<file path="src/rtl/rx_irq_pkg.sv">
// Package for the receive interrupt enable and combining block.
// Assumes a 32-bit AXI4-Lite register bus with word-aligned registers.
package rx_irq_pkg;

   // Register byte offsets
   localparam logic [7:0] ENABLE_OFS    = 8'h7C;  // Receive interrupt enable
   localparam logic [7:0] STATUS_OFS    = 8'h80;  // Receive status flags
   localparam logic [7:0] EVT_STAT_OFS  = 8'h84;  // Sticky event status, read only
   localparam logic [7:0] EVT_CLR_OFS   = 8'h88;  // Event clear, write only
   localparam logic [7:0] EVT_EN_OFS    = 8'h8C;  // Event interrupt enable

   // Enable register bit positions
   localparam int EN_OVERRUN     = 0;
   localparam int EN_SYNC        = 1;
   localparam int EN_CLKFAIL     = 2;
   localparam int EN_DMAERR      = 3;
   localparam int EN_LAST        = 4;
   localparam int EN_DATA        = 5;
   localparam int EN_FRAME       = 7;

   // Status register bit positions
   localparam int ST_OVERRUN     = 0;
   localparam int ST_SYNC        = 1;
   localparam int ST_CLKFAIL     = 2;
   localparam int ST_SLOT        = 3;
   localparam int ST_LAST        = 4;
   localparam int ST_DATA        = 5;
   localparam int ST_FRAME       = 6;
   localparam int ST_DMAERR      = 7;
   localparam int ST_ERR_SUM     = 8;

   // Writable masks and reset values
   localparam logic [31:0] ENABLE_MASK  = 32'h0000_00BF;
   localparam logic [31:0] STATUS_W1C   = 32'h0000_00F7;
   localparam logic [31:0] ENABLE_RST   = 32'h0000_0000;
   localparam logic [7:0]  FLAGS_RST    = 8'h00;
   localparam logic [1:0]  EVT_RST      = 2'h0;

   // AXI responses
   localparam logic [1:0] RESP_OKAY   = 2'h0;
   localparam logic [1:0] RESP_SLVERR = 2'h2;

   // Receive condition pulses from the serializer side
   typedef struct packed {
      logic frame_start;   // New frame sync seen
      logic data_ready;    // Word moved to receive buffer
      logic last_slot;     // Slot just received is last of frame
      logic dma_error;     // Too many reads in a slot
      logic clock_fail;    // Receive clock check failed
      logic unexp_sync;    // Frame sync arrived early
      logic overrun;       // Buffer overwritten
   } rx_events_s;

endpackage

</file>
<file path="src/rtl/receive_irq_ctrl.sv">
// Receive interrupt enable register, receive status flags and the
// combined receive interrupt, reached over AXI4-Lite.
// Assumes condition pulses are synchronous to aclk, one cycle each.
// Notes for integrators
// Enable keeps only writable bits;
// reserved bits are masked on write.
// Status flags are write-one-to-clear.
// A hardware set beats a clear.
// The interrupt is registered, so it
// lags a flag or enable change by a
// clock; a poll sees the flag first.
// Event status and event enable form
// a second, separate interrupt path.
// Pulses must be one clock wide, or a
// clear may be undone by a long one.
//
// Our own choice: the AXI4-Lite register port.
`timescale 1ns/100ps

module receive_irq_ctrl (
   input  wire logic                    aclk,            // Register clock, 25 MHz
   input  wire logic                    aresetn,         // Synchronous reset, active low
   input  wire logic                    clk_en,          // Freezes all state when low
   input  wire rx_irq_pkg::rx_events_s  rx_events,       // Condition pulses
   input  wire logic [4:0]              rx_slot,         // Current receive slot number
   input  wire logic [31:0]             s_axi_awaddr,    // Write address
   input  wire logic                    s_axi_awvalid,   // Write address valid
   output logic                         s_axi_awready,   // Write address ready
   input  wire logic [31:0]             s_axi_wdata,     // Write data
   input  wire logic [3:0]              s_axi_wstrb,     // Write byte strobes
   input  wire logic                    s_axi_wvalid,    // Write data valid
   output logic                         s_axi_wready,    // Write data ready
   output logic [1:0]                   s_axi_bresp,     // Write response
   output logic                         s_axi_bvalid,    // Write response valid
   input  wire logic                    s_axi_bready,    // Write response ready
   input  wire logic [31:0]             s_axi_araddr,    // Read address
   input  wire logic                    s_axi_arvalid,   // Read address valid
   output logic                         s_axi_arready,   // Read address ready
   output logic [31:0]                  s_axi_rdata,     // Read data
   output logic [1:0]                   s_axi_rresp,     // Read response
   output logic                         s_axi_rvalid,    // Read data valid
   input  wire logic                    s_axi_rready,    // Read data ready
   output logic                         receive_interrupt, // Combined receive interrupt
   output logic                         event_irq        // Sticky event interrupt
);

   // Register state
   logic [31:0] receive_irq_enable_r;  // Enable register, reserved bits held zero
   logic [7:0]  flags_r;               // Status flags, bit 3 unused (slot field)
   logic [1:0]  evt_stat_r;            // Sticky: bit0 interrupt rose, bit1 error seen
   logic [1:0]  evt_en_r;              // Event interrupt enables
   logic        receive_interrupt_q_r;              // Previous interrupt level for edge detect

   // Write channel holding registers
   logic        aw_full_r;             // Address captured
   logic        w_full_r;              // Data captured
   logic [7:0]  aw_addr_r;             // Captured write address
   logic [31:0] w_data_r;              // Captured write data
   logic [3:0]  w_strb_r;              // Captured strobes
   logic        do_write;              // Both halves present, response free

   // Byte-enable expanded write mask
   logic [31:0] wmask;                 // Strobe expanded per bit

   // Interrupt terms
   logic [7:0]  enable_by_flag;        // Enables realigned to flag positions
   logic        receive_interrupt_comb;             // Combinational receive interrupt
   logic        err_sum;               // Error summary bit
   logic [7:0]  hw_set;                // Hardware set per flag bit
   logic [7:0]  sw_clr;                // Software clear per flag bit
   logic [31:0] status_word;           // Status read value

   // Readies fall while a half is held
   // or the response waits, so only
   // one write is ever under way.
   // Trade-off: no write pipelining;
   // a clock lost per write buys a
   // single-compare decode.

   // Accept address and data independently, one outstanding write
   assign s_axi_awready = !aw_full_r && !s_axi_bvalid;
   assign s_axi_wready  = !w_full_r && !s_axi_bvalid;
   assign do_write      = aw_full_r && w_full_r && !s_axi_bvalid;

   // Only the low address byte is kept;
   // the map fits in it, upper bits are
   // ignored and alias onto the map.

   // Capture write address
   always_ff @(posedge aclk) begin
      if (!aresetn) begin
         aw_full_r <= 1'b0;
         aw_addr_r <= 8'h00;
      end else if (clk_en) begin
         if (s_axi_awvalid && s_axi_awready) begin
            aw_full_r <= 1'b1;
            aw_addr_r <= s_axi_awaddr[7:0];
         end else if (do_write) begin
            aw_full_r <= 1'b0;  // Freed once the write is applied
         end
      end
   end

   // Strobes travel with the data so a
   // partial write touches only the
   // lanes that were offered, except the event clear, which ignores strobes.

   // Capture write data
   always_ff @(posedge aclk) begin
      if (!aresetn) begin
         w_full_r <= 1'b0;
         w_data_r <= 32'h0000_0000;
         w_strb_r <= 4'h0;
      end else if (clk_en) begin
         if (s_axi_wvalid && s_axi_wready) begin
            w_full_r <= 1'b1;
            w_data_r <= s_axi_wdata;
            w_strb_r <= s_axi_wstrb;
         end else if (do_write) begin
            w_full_r <= 1'b0;
         end
      end
   end

   // Mask is built from held strobes,
   // never from the live bus.

   // Expand byte strobes into a bit mask, one generate per lane
   for (genvar b = 0; b < 4; b++) begin : g_lane
      assign wmask[8*b +: 8] = {8{w_strb_r[b]}};
   end

   // Response rises on the edge that
   // applies the write, so the target
   // holds its new value by bvalid.
   // Holding registers free that edge.

   // Write response; unmapped or read-only targets answer SLVERR
   always_ff @(posedge aclk) begin
      if (!aresetn) begin
         s_axi_bvalid <= 1'b0;
         s_axi_bresp  <= rx_irq_pkg::RESP_OKAY;
      end else if (clk_en) begin
         if (do_write) begin
            s_axi_bvalid <= 1'b1;
            case (aw_addr_r)
               rx_irq_pkg::ENABLE_OFS,
               rx_irq_pkg::STATUS_OFS,
               rx_irq_pkg::EVT_CLR_OFS,
               rx_irq_pkg::EVT_EN_OFS: s_axi_bresp <= rx_irq_pkg::RESP_OKAY;
               default:                s_axi_bresp <= rx_irq_pkg::RESP_SLVERR;
            endcase
         end else if (s_axi_bready) begin
            s_axi_bvalid <= 1'b0;
         end
      end
   end

   // Reserved bits carry no storage in
   // effect; masking here saves a read
   // mux and keeps readback at zero.
   // Per-byte strobes are honoured.

   // Enable register; reserved bits masked so they never store
   always_ff @(posedge aclk) begin
      if (!aresetn) begin
         receive_irq_enable_r <= rx_irq_pkg::ENABLE_RST;
      end else if (clk_en && do_write && aw_addr_r == rx_irq_pkg::ENABLE_OFS) begin
         receive_irq_enable_r <= (receive_irq_enable_r & ~(wmask & rx_irq_pkg::ENABLE_MASK))
                               | (w_data_r & wmask & rx_irq_pkg::ENABLE_MASK);
      end
   end

   // Condition pulses arrive as a struct
   // in their own order; this picks
   // each one onto its flag position.
   // Bit 3 is the slot field, no flag.

   // Hardware sets, mapped onto status flag positions
   always_comb begin
      hw_set = 8'h00;
      hw_set[rx_irq_pkg::ST_OVERRUN] = rx_events.overrun;
      hw_set[rx_irq_pkg::ST_SYNC]    = rx_events.unexp_sync;
      hw_set[rx_irq_pkg::ST_CLKFAIL] = rx_events.clock_fail;
      // Last slot only ever sets alongside a data ready
      hw_set[rx_irq_pkg::ST_LAST]    = rx_events.data_ready && rx_events.last_slot;
      hw_set[rx_irq_pkg::ST_DATA]    = rx_events.data_ready;
      hw_set[rx_irq_pkg::ST_FRAME]   = rx_events.frame_start;
      hw_set[rx_irq_pkg::ST_DMAERR]  = rx_events.dma_error;
   end

   // A zero written leaves a flag alone,
   // so software may clear one flag
   // without a read-modify-write.

   // Software clear is write-one-to-clear on the status word
   assign sw_clr = (do_write && aw_addr_r == rx_irq_pkg::STATUS_OFS)
                 ? (w_data_r[7:0] & wmask[7:0] & rx_irq_pkg::STATUS_W1C[7:0])
                 : 8'h00;

   // Set is ORed after the clear, so a
   // condition that lands on the clear
   // edge survives and re-raises the
   // interrupt; no event is lost to a clear.
   // Frozen with everything else while
   // the clock enable is low.

   // Status flags: set wins over a same-cycle clear
   always_ff @(posedge aclk) begin
      if (!aresetn) begin
         flags_r <= rx_irq_pkg::FLAGS_RST;
      end else if (clk_en) begin
         flags_r <= (flags_r & ~sw_clr) | hw_set;
      end
   end

   // Derived from flags, so it cannot
   // disagree with them after a clear.

   // Summary error bit, never stored
   assign err_sum = flags_r[rx_irq_pkg::ST_OVERRUN] | flags_r[rx_irq_pkg::ST_SYNC]
                  | flags_r[rx_irq_pkg::ST_CLKFAIL] | flags_r[rx_irq_pkg::ST_DMAERR];

   // Enable and status orders differ:
   // frame start is bit 7 of enable but
   // bit 6 of status, error bit 3 vs 7.

   // Realign enable bits to the status layout, which differs in order
   always_comb begin
      enable_by_flag = 8'h00;
      enable_by_flag[rx_irq_pkg::ST_FRAME]   = receive_irq_enable_r[rx_irq_pkg::EN_FRAME];
      enable_by_flag[rx_irq_pkg::ST_DATA]    = receive_irq_enable_r[rx_irq_pkg::EN_DATA];
      enable_by_flag[rx_irq_pkg::ST_LAST]    = receive_irq_enable_r[rx_irq_pkg::EN_LAST];
      enable_by_flag[rx_irq_pkg::ST_DMAERR]  = receive_irq_enable_r[rx_irq_pkg::EN_DMAERR];
      enable_by_flag[rx_irq_pkg::ST_CLKFAIL] = receive_irq_enable_r[rx_irq_pkg::EN_CLKFAIL];
      enable_by_flag[rx_irq_pkg::ST_SYNC]    = receive_irq_enable_r[rx_irq_pkg::EN_SYNC];
      enable_by_flag[rx_irq_pkg::ST_OVERRUN] = receive_irq_enable_r[rx_irq_pkg::EN_OVERRUN];
   end

   // Enabling a flag already set raises
   // the line; this gating is not edge based.

   // Per-flag gating; a zero enable removes only its own term
   assign receive_interrupt_comb = |(flags_r & enable_by_flag);

   // Registered to give a glitch-free
   // level to the interrupt controller,
   // at the cost of one clock latency.
   // The delayed copy feeds edge detect.

   // Registered interrupt output, one cycle after the flag or enable
   always_ff @(posedge aclk) begin
      if (!aresetn) begin
         receive_interrupt <= 1'b0;
         receive_interrupt_q_r          <= 1'b0;
      end else if (clk_en) begin
         receive_interrupt <= receive_interrupt_comb;
         receive_interrupt_q_r          <= receive_interrupt;
      end
   end

   // Bit 0 notes a new interrupt rise,
   // bit 1 any error condition; both
   // stay until written with a one.
   // A new event on the clear edge wins.

   // Sticky events: interrupt rising edge, and any error flag set
   always_ff @(posedge aclk) begin
      if (!aresetn) begin
         evt_stat_r <= rx_irq_pkg::EVT_RST;
      end else if (clk_en) begin
         logic [1:0] clr;
         logic [1:0] set;
         clr = (do_write && aw_addr_r == rx_irq_pkg::EVT_CLR_OFS) ? w_data_r[1:0] : 2'h0;
         set = {(|(hw_set & 8'h87)), (receive_interrupt && !receive_interrupt_q_r)};
         // New event in the clearing cycle is kept
         evt_stat_r <= (evt_stat_r & ~clr) | set;
      end
   end

   // Only byte lane 0 holds event
   // enables; other lanes are ignored.

   // Event enable register
   always_ff @(posedge aclk) begin
      if (!aresetn) begin
         evt_en_r <= rx_irq_pkg::EVT_RST;
      end else if (clk_en && do_write && aw_addr_r == rx_irq_pkg::EVT_EN_OFS && w_strb_r[0]) begin
         evt_en_r <= w_data_r[1:0];
      end
   end

   // Event line, level, from registers
   assign event_irq = |(evt_stat_r & evt_en_r);

   // Only the slot parity is shown;
   // upper slot bits are not mapped.
   // Summary bit sits above the flags.

   // Status read word, slot parity in its own bit
   always_comb begin
      status_word = 32'h0000_0000;
      status_word[7:0] = flags_r;
      status_word[rx_irq_pkg::ST_SLOT] = rx_slot[0];  // Odd or even slot indicator
      status_word[rx_irq_pkg::ST_ERR_SUM] = err_sum;
   end

   // Read data is captured when the
   // address is taken and then held
   // until rready, even if flags move.
   // Unmapped reads answer SLVERR, 0.

   // Read channel: one read outstanding, data one cycle after address
   assign s_axi_arready = !s_axi_rvalid;

   always_ff @(posedge aclk) begin
      if (!aresetn) begin
         s_axi_rvalid <= 1'b0;
         s_axi_rdata  <= 32'h0000_0000;
         s_axi_rresp  <= rx_irq_pkg::RESP_OKAY;
      end else if (clk_en) begin
         if (s_axi_arvalid && s_axi_arready) begin
            s_axi_rvalid <= 1'b1;
            s_axi_rresp  <= rx_irq_pkg::RESP_OKAY;
            case (s_axi_araddr[7:0])
               rx_irq_pkg::ENABLE_OFS:   s_axi_rdata <= receive_irq_enable_r;
               rx_irq_pkg::STATUS_OFS:   s_axi_rdata <= status_word;
               rx_irq_pkg::EVT_STAT_OFS: s_axi_rdata <= {30'h0000_0000, evt_stat_r};
               rx_irq_pkg::EVT_EN_OFS:   s_axi_rdata <= {30'h0000_0000, evt_en_r};
               rx_irq_pkg::EVT_CLR_OFS:  s_axi_rdata <= 32'h0000_0000;  // Write only
               default: begin
                  s_axi_rdata <= 32'h0000_0000;
                  s_axi_rresp <= rx_irq_pkg::RESP_SLVERR;
               end
            endcase
         end else if (s_axi_rready) begin
            s_axi_rvalid <= 1'b0;
         end
      end
   end

endmodule // receive_irq_ctrl

</file>
<file path="config.mk">
export PLATFORM = sky130hd
export DESIGN_NAME = receive_irq_ctrl
export DESIGN_NICKNAME = d
export VERILOG_FILES = /design/src/rtl/rx_irq_pkg.sv /design/src/rtl/receive_irq_ctrl.sv
export SDC_FILE = /design/constraint.sdc
export NUM_CORES = 1
export LEC_CHECK = 0
export ABC_AREA = 1
export BUFFER_PORTS_ARGS = -buffer_cell sky130_fd_sc_hd__buf_2
export CAP_MARGIN = 15
export CORE_MARGIN = 8
export CORE_UTILIZATION = 42
export CTS_CLUSTER_DIAMETER = 50
export DETAILED_ROUTE_END_ITERATION = 10
export GPL_ROUTABILITY_DRIVEN = 0
export PLACE_DENSITY = 0.84
export SETUP_SLACK_MARGIN = 0.02
export SYNTH_ARGS = -nofsm -noshare
export SYNTH_HDL_FRONTEND = slang
export SYNTH_SLANG_ARGS = --single-unit
export TNS_END_PERCENT = 1
</file>
<file path="constraint.sdc">
create_clock -name aclk -period 1.55 [get_ports aclk]
set_input_delay 0.3875 -clock aclk [delete_from_list [all_inputs] [get_ports aclk]]
set_output_delay 0.3875 -clock aclk [all_outputs]
set_load 0.03 [all_outputs]
</file>
==> results_dict.tcl <==
set metrics [dict create \
    fp.dieH_microns 92.78 \
    antenna_cells 0 \
    cts_made_buffers 5 \
    place_ws_ns 0.02993 \
    drv_slew 0 \
    dpl.hpwl_microns 4547 \
    antenna_found_initial 0 \
    status "complete, no violations" \
    yosys-top-cells-area "dfxtp_1 (42%), nand2_1 (10%), nor2_1 (9.1%)" \
    cp_data_arrival_time_ns 1.03 \
    ys_types 25 \
    rsz0062_at_grt "no" \
    end_kind "output pin" \
    finalSetupViolations 0 \
    maxCapViolCount 0 \
    critical-path-max-stage-delay_ns 0.36 \
    cts_tree "yes" \
    core_sq_mm 0.005816 \
    cts.reportedPaths.clkPinSlew_ns 0.09 \
    path_max_fanout 5 \
    rr_startpoint "aw_addr_r[0]$_SDFFE_PN0P_" \
    tns_ns 0 \
    start_util_pct 42.58 \
    route.vias.total 2311 \
    min_path_cells 3 \
    chipWidth_microns 92.78 \
    post-route-period-util_pct 91.30 \
    grt_pass1_wl_microns 9377 \
    dominantRegCellSynth "dfxtp_1" \
    clk_latency_ns 0.30 \
    worst-path-stages 2 \
    finClkSkew_ns 0.007164 \
    firstDrtPassIters 4 \
    drtIter0Drc 130 \
    irDropWorstVdd_v 0.0005140 \
    synth-seq-cells 52 \
    start_kind "flip-flop" \
    seq_area_sq_mm 0.001041 \
    dpl_cell_area_sq_mm 0.002778 \
    wl_per_cell_microns 11.51 \
    io_buffer_count 58 \
    areaGrowthSynthToFinish_pct 16.37 \
    finalNetCount 536 \
    multiInputGateArea_sq_mm 0.001194 \
    fin_area_sq_mm 0.002882 \
    timing.final.hold_violations 0 \
    worstPathRequired_ns 1.16 \
    period_needed_ns 1.415 \
    reg2reg_depth 7 \
    first_global_vias 2139 \
    ant_nets 0 \
    track_usage_pct 13.07 \
    final_cell_count_no_fill 492 \
    whs_ns 0.3241 \
    htreeDepth 2 \
    postSynthAreaPerCell_sq_um 6.975 \
    ys_seq_area_share_pct 42.04 \
    io_pins 163 \
    whs_endpoint "w_data_r[4]$_SDFFE_PN0P_" \
    critPathKind "reg2out" \
    cts_setup_buffers 0 \
    cts_buffer_depth 2 \
    syn_inst 355 \
    worstHoldStart "s_axi_wdata[4]" \
    vias_per_cell 4.697 \
    ys_warn_count 0 \
    num_rows 28 \
    synth_area_sq_mm 0.002476 \
    critPathTopFamily "flip-flops" \
    crit_chain "nor2_1 > buf_2" \
    drive_above_1_share_pct 20.62 \
    dieArea_sq_mm 0.008608 \
    synth_top_area_cell "dfxtp_1" \
    synth-edff-count 0 \
    cts_sinks 52 \
    postLayoutCoreUtil_pct 49.55 \
    r2r_slack_ns 0.22 \
    async_reset_ff_share_pct 0 \
    routed_wl_microns 5663 \
    setup_slack_ns 0.1348 \
    clock-root-buffer "clkbuf_8" \
    p_leak_nw 1.340 \
    critPathBufInv 1 \
    total_power_mw 2.640 \
    gr-total-overflow 0 \
    holdCritPathClass "in2reg" \
    powerDensity_mw_per_mm2 916.2 \
    yosys.area.top_type_share_pct 42.04 \
    grt_max_degree 32 \
    drc 0 \
    dp_cells 484 \
    fill_cells 616 \
    slowest_stage "dfxtp_1" \
    fmax_ghz 0.7066 \
]
==> metal layers <==
metal | track usage, % | vias up | wire [microns]
li1 | - | 1218 | -
met1 | 16.80 | 1001 | 2701
met2 | 20.47 | 88 | 2408
met3 | 3.236 | 4 | 491
met4 | 5.101 | 0 | 61
met5 | 0 | - | 0
==> timing repair <==
item                                    CTS  global route
endpoints found under the setup margin    0             7
hold buffers                              0             0
resized for setup                         0             2
hold endpoints to repair                  0             0
==> final cells by class <==
type	count	area share (%)
tap	75	3.257
timing repair buffer	66	12.16
sequential	52	36.13
inverter	27	3.691
multi-input combinational	264	41.42
clock buffer	6	2.866
clock inverter	2	0.4776
==> logic make-up after synthesis <==
logic type | synth area share, %
and+or+nand+nor | 27.59
AOI/OAI and AO/OA | 16.42
other | 0.1514
buffers and inverters | 13.79
DFF | 42.04
==> power by group <==
group	internal, mW	total, mW	switching (mW)
clock network	0.365	0.800	0.435
registers	1.40	1.45	0.0493
logic	0.122	0.394	0.272
total	1.88	2.64	0.756
==> how the worst max path moves through the flow <==
stage                                    startpoint                         to  slack, ns
after floorplan           s_axi_bvalid$_SDFFE_PN0P_   w_data_r[0]$_SDFFE_PN0P_      -0.05
after global placement                       clk_en  aw_addr_r[2]$_SDFFE_PN0P_       0.02
after detailed placement                     clk_en  aw_addr_r[2]$_SDFFE_PN0P_       0.03
after CTS                 s_axi_bvalid$_SDFFE_PN0P_               s_axi_wready       0.12
after global routing      s_axi_bvalid$_SDFFE_PN0P_               s_axi_wready       0.06
final                     s_axi_bvalid$_SDFFE_PN0P_               s_axi_wready       0.13
==> cell usage after synthesis, drive strengths merged (3+ instances only) <==
cell,n
nand2,68
clkinv,3
buf,30
inv,24
o21ai,44
dfxtp,52
nand3,23
clkbuf,6
nor2,64
a21oi,29
==> worst register-to-register path: stages (launching register included) <==
cell and delay [ns]:
dfxtp_1 0.32, or2_4 0.27, nor2_4 0.11, nand2_2 0.07, nor2_4 0.12, nand2_4 0.09
o21ai_0 0.20, nor2_1 0.06
==> cells in the final DEF, fill, tap and decap left out, drive strengths merged <==
cell and n:
clkbuf 6, inv 25, a21oi 29, buf 66, nand3 23, nor3 2, conb 25, a221oi 2
a22o 1, o21ai 44, nand2 68, o31ai 1, o211ai 1, nand4 2, dfxtp 52, or2 2
nor2 64, clkinv 4
Power figures use the tool's default switching activity.
